File: config.mk
export PLATFORM = sky130hd
export DESIGN_NAME = lcp_top
export DESIGN_NICKNAME = d
export VERILOG_FILES = /design/src/shared/lcp_pkg.sv /design/src/rtl/lcp_top.sv
export SDC_FILE = /design/constraint.sdc
export NUM_CORES = 1
export LEC_CHECK = 0
export ABC_CLOCK_PERIOD_IN_PS = 4500
export BUFFER_PORTS_ARGS = -buffer_cell sky130_fd_sc_hd__buf_4
export CAP_MARGIN = 10
export CORE_MARGIN = 3
export CORE_UTILIZATION = 45
export CTS_CLUSTER_SIZE = 30
export DETAILED_ROUTE_END_ITERATION = 10
export PLACE_DENSITY = 0.74
export SYNTH_ARGS = -nofsm -noshare
export SYNTH_HDL_FRONTEND = slang
export SYNTH_SLANG_ARGS = --single-unit
File: constraint.sdc
create_clock -name clock -period 4.5 [get_ports clock]
set_input_delay 0.9 -clock clock [delete_from_list [all_inputs] [get_ports clock]]
set_output_delay 0.9 -clock clock [all_outputs]
set_load 0.01 [all_outputs]
File: src/shared/lcp_pkg.sv
// Shared constants and types for the lamp channel PWM control block
`default_nettype none
package lcp_pkg;
    localparam int          NUM_INT          = 4;
    localparam int          NUM_CH           = 5;
    localparam int          EXT_CH           = 4;
    localparam logic [7:0]  DUTY_MIN         = 8'h00;
    localparam logic [7:0]  DUTY_MAX         = 8'hFF;
    localparam logic [7:0]  SKIP_LOW         = 8'hF7;
    localparam logic [7:0]  STEP_4           = 8'h04;
    localparam logic [7:0]  STEP_8           = 8'h08;
    localparam logic [7:0]  STEP_16          = 8'h10;
    localparam logic [7:0]  DUTY_RST         = 8'h00;
    localparam logic [7:0]  SLOW_DUTY_LO     = 8'h04;
    localparam logic [7:0]  SLOW_DUTY_HI     = 8'hFC;
    localparam logic [7:0]  FAST_DUTY_LO     = 8'h08;
    localparam logic [7:0]  FAST_DUTY_HI     = 8'hF8;
    localparam int          DEGLITCH_NS      = 1000;
    localparam int          CLK_NS           = 100;
    localparam int          DEGLITCH_CYC     = (DEGLITCH_NS + CLK_NS - 1) / CLK_NS;
    localparam logic [1:0]  PRS_DIV4         = 2'b00;
    localparam logic [1:0]  PRS_DIV2         = 2'b01;

    typedef struct packed {
        logic       on;
        logic       global_duty_select;
        logic       input_enable_msb;
        logic       input_enable_lsb;
        logic       pulse_skip_enable;
        logic [1:0] prescale;
        logic [1:0] phase;
        logic [7:0] individual_duty_value;
    } lcp_chan_cfg_t;

    typedef struct packed {
        logic       step_direction;
        logic [3:0] step_code_msb;
        logic [3:0] step_code_lsb;
    } lcp_step_t;
endpackage
`default_nettype wire

File: src/rtl/lcp_top.sv
// Lamp channel PWM duty selection, input control, dimming and pulse skipping
`timescale 1ns/1ns
`default_nettype none
module lcp_top
    import lcp_pkg::*;
#(
    parameter int DEGLITCH_CYCLES = DEGLITCH_CYC
)
(
    input  wire logic                          clock,
    input  wire logic                          srst,
    input  wire lcp_pkg::lcp_chan_cfg_t [4:0]  chan_cfg,
    input  wire logic [7:0]                    global_duty,
    input  wire logic                          duty_write,
    input  wire logic [4:0]                    duty_write_mask,
    input  wire logic                          step_write,
    input  wire lcp_pkg::lcp_step_t            step_cmd,
    input  wire logic                          fail_mode,
    input  wire logic [3:0]                    control_input_pins,
    output logic [4:0]                         channel_out,
    output logic [4:0]                         channel_control_signal,
    output logic [3:0]                         window_restart,
    output logic [3:0]                         wake_request,
    output logic [3:0]                         filtered_control_input,
    output logic [4:0][7:0]                    duty_value,
    output logic [4:0]                         duty_in_range
);
    import lcp_pkg::*;

    // ------------------------------------------------------------
    // Period counter and skip slot
    // ------------------------------------------------------------
    logic [7:0] period_cnt;
    logic [2:0] skip_slot;
    logic       period_end;

    assign period_end = (period_cnt == DUTY_MAX);

    always_ff @(posedge clock)
    begin
        if (srst)
            period_cnt <= 8'h00;
        else
            period_cnt <= period_cnt + 8'h01;
    end

    always_ff @(posedge clock)
    begin
        if (srst)
            skip_slot <= 3'h0;
        else if (period_end)
            skip_slot <= skip_slot + 3'h1;
    end

    // ------------------------------------------------------------
    // Individual duty registers with saturating steps
    // ------------------------------------------------------------
    logic [4:0][7:0] indiv;

    function automatic logic [7:0] step_amount(input logic [1:0] code);
        case (code)
            2'b01:   step_amount = STEP_4;
            2'b10:   step_amount = STEP_8;
            2'b11:   step_amount = STEP_16;
            default: step_amount = 8'h00;
        endcase
    endfunction

    function automatic logic [7:0] step_sat(input logic [7:0] v, input logic [7:0] s,
                                            input logic up);
        logic [8:0] sum;
        sum = 9'h000;
        if (up)
        begin
            sum = {1'b0, v} + {1'b0, s};
            step_sat = sum[8] ? DUTY_MAX : sum[7:0];
        end
        else
            step_sat = (v < s) ? DUTY_MIN : v - s;
    endfunction

    genvar g;
    generate
        for (g = 0; g < NUM_CH; g++)
        begin : g_duty
            always_ff @(posedge clock)
            begin
                if (srst)
                    indiv[g] <= DUTY_RST;
                else if (duty_write && duty_write_mask[g])
                    indiv[g] <= chan_cfg[g].individual_duty_value;
                else if (step_write && g < NUM_INT)
                    indiv[g] <= step_sat(indiv[g],
                        step_amount({step_cmd.step_code_msb[g % NUM_INT],
                                     step_cmd.step_code_lsb[g % NUM_INT]}),
                        step_cmd.step_direction);
            end
        end
    endgenerate

    // ------------------------------------------------------------
    // Deglitch filters on the direct inputs
    // ------------------------------------------------------------
    // Input must hold stable for the full count before it passes
    logic [3:0][15:0] dg_cnt;
    logic [3:0]       dg_out;
    logic [3:0]       dg_prev_on;

    generate
        for (g = 0; g < NUM_INT; g++)
        begin : g_dglt
            always_ff @(posedge clock)
            begin
                if (srst)
                begin
                    dg_cnt[g] <= 16'h0000;
                    dg_out[g] <= 1'b0;
                end
                else if (control_input_pins[g] == dg_out[g])
                    dg_cnt[g] <= 16'h0000;
                else if (dg_cnt[g] >= 16'(DEGLITCH_CYCLES - 1))
                begin
                    dg_cnt[g] <= 16'h0000;
                    dg_out[g] <= control_input_pins[g];
                end
                else
                    dg_cnt[g] <= dg_cnt[g] + 16'h0001;
            end
        end
    endgenerate

    // ------------------------------------------------------------
    // Channel control and duty source
    // ------------------------------------------------------------
    logic [4:0]      next_on;
    logic [4:0]      use_global;
    logic [4:0][7:0] next_duty;
    logic [4:0][7:0] active_duty;

    always_comb
    begin
        for (int i = 0; i < NUM_CH; i++)
        begin
            logic inp;
            logic [1:0] en;
            inp = (i < NUM_INT) ? dg_out[i % NUM_INT] : 1'b0;
            en  = {chan_cfg[i].input_enable_msb, chan_cfg[i].input_enable_lsb};
            if (i >= NUM_INT)
                en = 2'b00;
            use_global[i] = chan_cfg[i].global_duty_select;
            if (fail_mode)
                next_on[i] = (i < NUM_INT) && inp;
            else if (!chan_cfg[i].on)
                next_on[i] = 1'b0;
            else
            begin
                case (en)
                    2'b00:   next_on[i] = 1'b1;
                    2'b11:
                    begin
                        next_on[i]    = 1'b1;
                        use_global[i] = chan_cfg[i].global_duty_select ^ inp;
                    end
                    default: next_on[i] = inp;
                endcase
            end
            next_duty[i] = use_global[i] ? global_duty : indiv[i];
        end
    end

    always_ff @(posedge clock)
    begin
        if (srst)
            channel_control_signal <= 5'h00;
        else
            channel_control_signal <= next_on;
    end

    // Full duty and on/off apply at once; partial duty waits for period end
    generate
        for (g = 0; g < NUM_CH; g++)
        begin : g_act
            always_ff @(posedge clock)
            begin
                if (srst)
                    active_duty[g] <= DUTY_RST;
                else if (period_end || next_duty[g] == DUTY_MAX)
                    active_duty[g] <= next_duty[g];
            end
        end
    endgenerate

    always_ff @(posedge clock)
    begin
        if (srst)
            window_restart <= 4'h0;
        else
            window_restart <= next_on[3:0] & ~channel_control_signal[3:0];
    end

    always_ff @(posedge clock)
    begin
        if (srst)
        begin
            dg_prev_on             <= 4'h0;
            wake_request           <= 4'h0;
            filtered_control_input <= 4'h0;
        end
        else
        begin
            dg_prev_on             <= dg_out;
            wake_request           <= dg_out & ~dg_prev_on;
            filtered_control_input <= dg_out;
        end
    end

    // ------------------------------------------------------------
    // Pulse skipping and compare
    // ------------------------------------------------------------
    // Slot rank: position in the order 0,4,2,6,1,5,3 (slot 7 never skips)
    function automatic logic [2:0] slot_rank(input logic [2:0] s);
        case (s)
            3'd0:    slot_rank = 3'd0;
            3'd4:    slot_rank = 3'd1;
            3'd2:    slot_rank = 3'd2;
            3'd6:    slot_rank = 3'd3;
            3'd1:    slot_rank = 3'd4;
            3'd5:    slot_rank = 3'd5;
            3'd3:    slot_rank = 3'd6;
            default: slot_rank = 3'd7;
        endcase
    endfunction

    logic [4:0][7:0] eff_duty;
    logic [4:0]      skip_active;

    generate
        for (g = 0; g < NUM_CH; g++)
        begin : g_out
            logic [7:0] deficit;
            assign deficit = DUTY_MAX - active_duty[g];
            assign skip_active[g] = (g < NUM_INT) && !fail_mode
                && chan_cfg[g].pulse_skip_enable
                && active_duty[g] > SKIP_LOW && active_duty[g] < DUTY_MAX;
            assign eff_duty[g] = !skip_active[g] ? active_duty[g]
                : ({5'h00, slot_rank(skip_slot)} < deficit) ? SKIP_LOW : DUTY_MAX;

            always_ff @(posedge clock)
            begin
                if (srst)
                    channel_out[g] <= 1'b0;
                else
                    channel_out[g] <= next_on[g] &&
                        (eff_duty[g] == DUTY_MAX || period_cnt < eff_duty[g]);
            end

            always_ff @(posedge clock)
            begin
                if (srst)
                begin
                    duty_value[g]    <= DUTY_RST;
                    duty_in_range[g] <= 1'b0;
                end
                else
                begin
                    duty_value[g] <= eff_duty[g];
                    if (chan_cfg[g].prescale == PRS_DIV4)
                        duty_in_range[g] <= eff_duty[g] >= SLOW_DUTY_LO
                                         && eff_duty[g] <= SLOW_DUTY_HI;
                    else
                        duty_in_range[g] <= eff_duty[g] >= FAST_DUTY_LO
                                         && eff_duty[g] <= FAST_DUTY_HI;
                end
            end
        end
    endgenerate
endmodule // lcp_top
`default_nettype wire

==> impl_results.md <==
- Fin crit period: 3.33 ns
- Mapped cell area: 11200 µm²
- Largest net degree at the start of global routing: 72
- MaxCap Viol Count: 0
- Gpl congestion: 0.911
- Largest cells by area after synthesis: dfxtp_1, ha_1, nor2_1
- Synth area leader: dfxtp_1
- Critical Path AT: 3.78 ns
- Sw Ratio: 24.5%
- Initial core utilization: 45.9%
- #FFs+latches synth: 226
- Main synth FF type: dfxtp_1
- Fin Setup TNS: 0 ns
- Pwr Density: 350 nW/µm²
- Count leader, synth: dfxtp_1
- Worst Path Required: 4.95 ns
- Post-synth top area share: 40.3%
- Fin crit share: 74.1%
- Comb pwr share: 11.1%
- CP Capture Type: flop
- Sequential share of power: 44.5%
- Post-synth EDFFs: 0
- Internal: 3.64 mW
- Share of synthesized flip-flops with an asynchronous set or reset: 0%
- Routed vias: 9600
- Slew Limit Fails: 0
- Syn Area/Cell: 8.93 µm²
- Cell variety after synth: 73
- Row count: 57
- Die W: 164 µm
- Inserted Clock Buffers: 25
- Slew headroom: 39.9%
- DR DRC count: 0
- Final setup viols: 0
- Cts repair resizes: 0
- IO Count: 183
- Worst-margin pin slew: 0.900 ns
- Nets: 1664
- Worst setup SP type: flop
- Share of cells above drive strength 1: 16.8%
- Routed WL: 28600 µm
- DRT iter0 DRCs: 645
- Final Hold Fails: 0
- H-tree Lvls: 1
- Net switching power: 1.18 mW
- Worst Path Class, Setup: reg2reg
- Setup repair after global routing missed its margin: no
- First-pass GRT wire length: 46200 µm
- Port Buf Inserts: 169
- Root buf cell: clkbuf_16
- DIE AREA: 26900 µm²
- Sink Count: 226
- Hold crit path type: reg2reg
- Total Power: 4.82 mW
- Pre-antenna DRT Iters: 5
- Vias in the first global route: 9339
- GRT Overall Usage: 21.1%
- P_leak: 5.96 nW
- Hold-fix buffers at CTS: 0
- Most common library cells after synthesis: dfxtp_1, nor2_1, ha_1
- Part of the power in the clock network: 44.4%
- Initial antenna violation count: 0
- Vias/cell: 5.36
- Grt ovf: 0
- Syn Inst Count: 1258
- Core area: 24500 µm²
- Area Growth Syn to Fin: 22.5%
- Setup bufs post-CTS: 0
- Syn. warnings: 0
- Worst vdd ir: 0.000247 V
- Antenna Diode Count: 0
- Status: finished, final reports clean
- Later-pin clock latency in the skew report: 0.53 ns
- Post-DP HPWL: 21800 µm
- Antenna Nets Post-Route: 0
- Height of the chip: 164 µm
- TritonCTS clock tree: yes
- Peak Freq: 0.300 GHz
- Crit-path max FO: 5
- Final Skew: 0.0180 ns
- Register area share after synthesis: 40.3%
- Clock-pin slew on the worst setup and hold paths: 0.06 ns
- Clock buffer depth: 3
- Flop2flop setup slack: 1.17 ns
- Drt wl/cell: 16.0 µm
## registers in the layout (all words and copies together), names as in the netlist
signal and count:
dg_cnt 64, active_duty 40, duty_value 40, indiv 40, period_cnt 8, channel_control_signal 5, channel_out 5, duty_in_range 5
dg_out 4, dg_prev_on 4, wake_request 4, window_restart 4, skip_slot 3
## critical path: stages (launching register included)
cell and delay (ns):
dfxtp_1 0.44, inv_1 0.12, ha_1 0.24, o21bai_1 0.21
and3_1 0.29, o21bai_1 0.28, ha_1 0.22, nand2_1 0.06
o2111ai_1 0.22, nand2_1 0.16, ha_1 0.22, a21o_1 0.17
a21oi_1 0.14, o21ai_0 0.11, a31oi_1 0.14, o21ai_0 0.11
a21oi_1 0.14
## path summary, 6_finish.rpt
path	startpoint	to	cells past startpoint
worst max register to register	skip_slot[0]	channel_out[1]	16
worst min-delay path	channel_control_signal[0]	window_restart[0]	1
worst min register to register	channel_control_signal[0]	window_restart[0]	1
worst max-delay path	skip_slot[0]	channel_out[1]	16
## kinds of logic (layout without fill, tap and decap cells)
family	Yosys count	in the layout	share of synthesized area, %
AO/OA/AOI/OAI	259	259	16.2
adder cells (fa/ha/maj)	100	100	11.6
multiplexers	47	47	4.28
AND/OR/NAND/NOR	468	468	20.3
flip-flops	226	226	40.3
buffers and inverters	129	292	4.61
other	1	48	0.0334
XOR/XNOR	28	28	2.68
## layer usage
layer  track usage (%)  part of all wire (%)
met1              28.2                    45
met2              34.9                    45
met3              3.05                   6.6
met4              7.27                   3.4
met5                 0                     0
## power groups by stage
| stage | clock [mW] | sequential [mW] | combinational [mW] |
|---|---|---|---|
| after floorplan | 0 | 2.15 | 0.359 |
| after global placement | 0 | 2.18 | 0.520 |
| after detailed placement | 0 | 2.19 | 0.529 |
| after CTS | 2.19 | 2.14 | 0.533 |
| after global routing | 2.27 | 2.15 | 0.604 |
| final | 2.14 | 2.14 | 0.535 |
## cell usage in the layout (no fill, tap or decap), types with 21 or more instances in the layout
master / synthesis / routed
dfxtp_1: 226 / 226
nor2_1: 175 / 175
buf_4: 3 / 173
ha_1: 90 / 90
nand2_1: 78 / 78
inv_1: 73 / 73
a21oi_1: 54 / 54
conb_1: 1 / 48
nand3_1: 47 / 47
o21ai_0: 47 / 47
mux2i_1: 42 / 42
a211oi_1: 40 / 40
nor2b_1: 37 / 37
nor3_1: 31 / 31
nor4_1: 26 / 26
clkbuf_16: 0 / 25
nand4_1: 21 / 21
## cell type report
class	count	area [µm²]
Fill cell	2151	10700
Clock inverter	9	141
Multi-Input combinational cell	950	6370
Clock buffer	36	747
Tap cell	324	405
Timing Repair Buffer	173	1300
Inverter	74	278
Sequential cell	226	4520
## stage by stage
stage	hold WS, ns	std cells	cell area [µm²]	setup slack (ns)	util (%)
floorplan	0.436	1305	11400	1.73	-
global placement	0.406	1747	12900	1.32	52.6
detailed placement	0.406	1747	12900	1.22	52.6
CTS	0.418	1792	13800	1.22	56.3
global route	0.443	1792	13800	0.939	56.3
finish	0.420	1792	13800	1.17	56.3
Note: power is estimated with default switching activity, not from simulation.
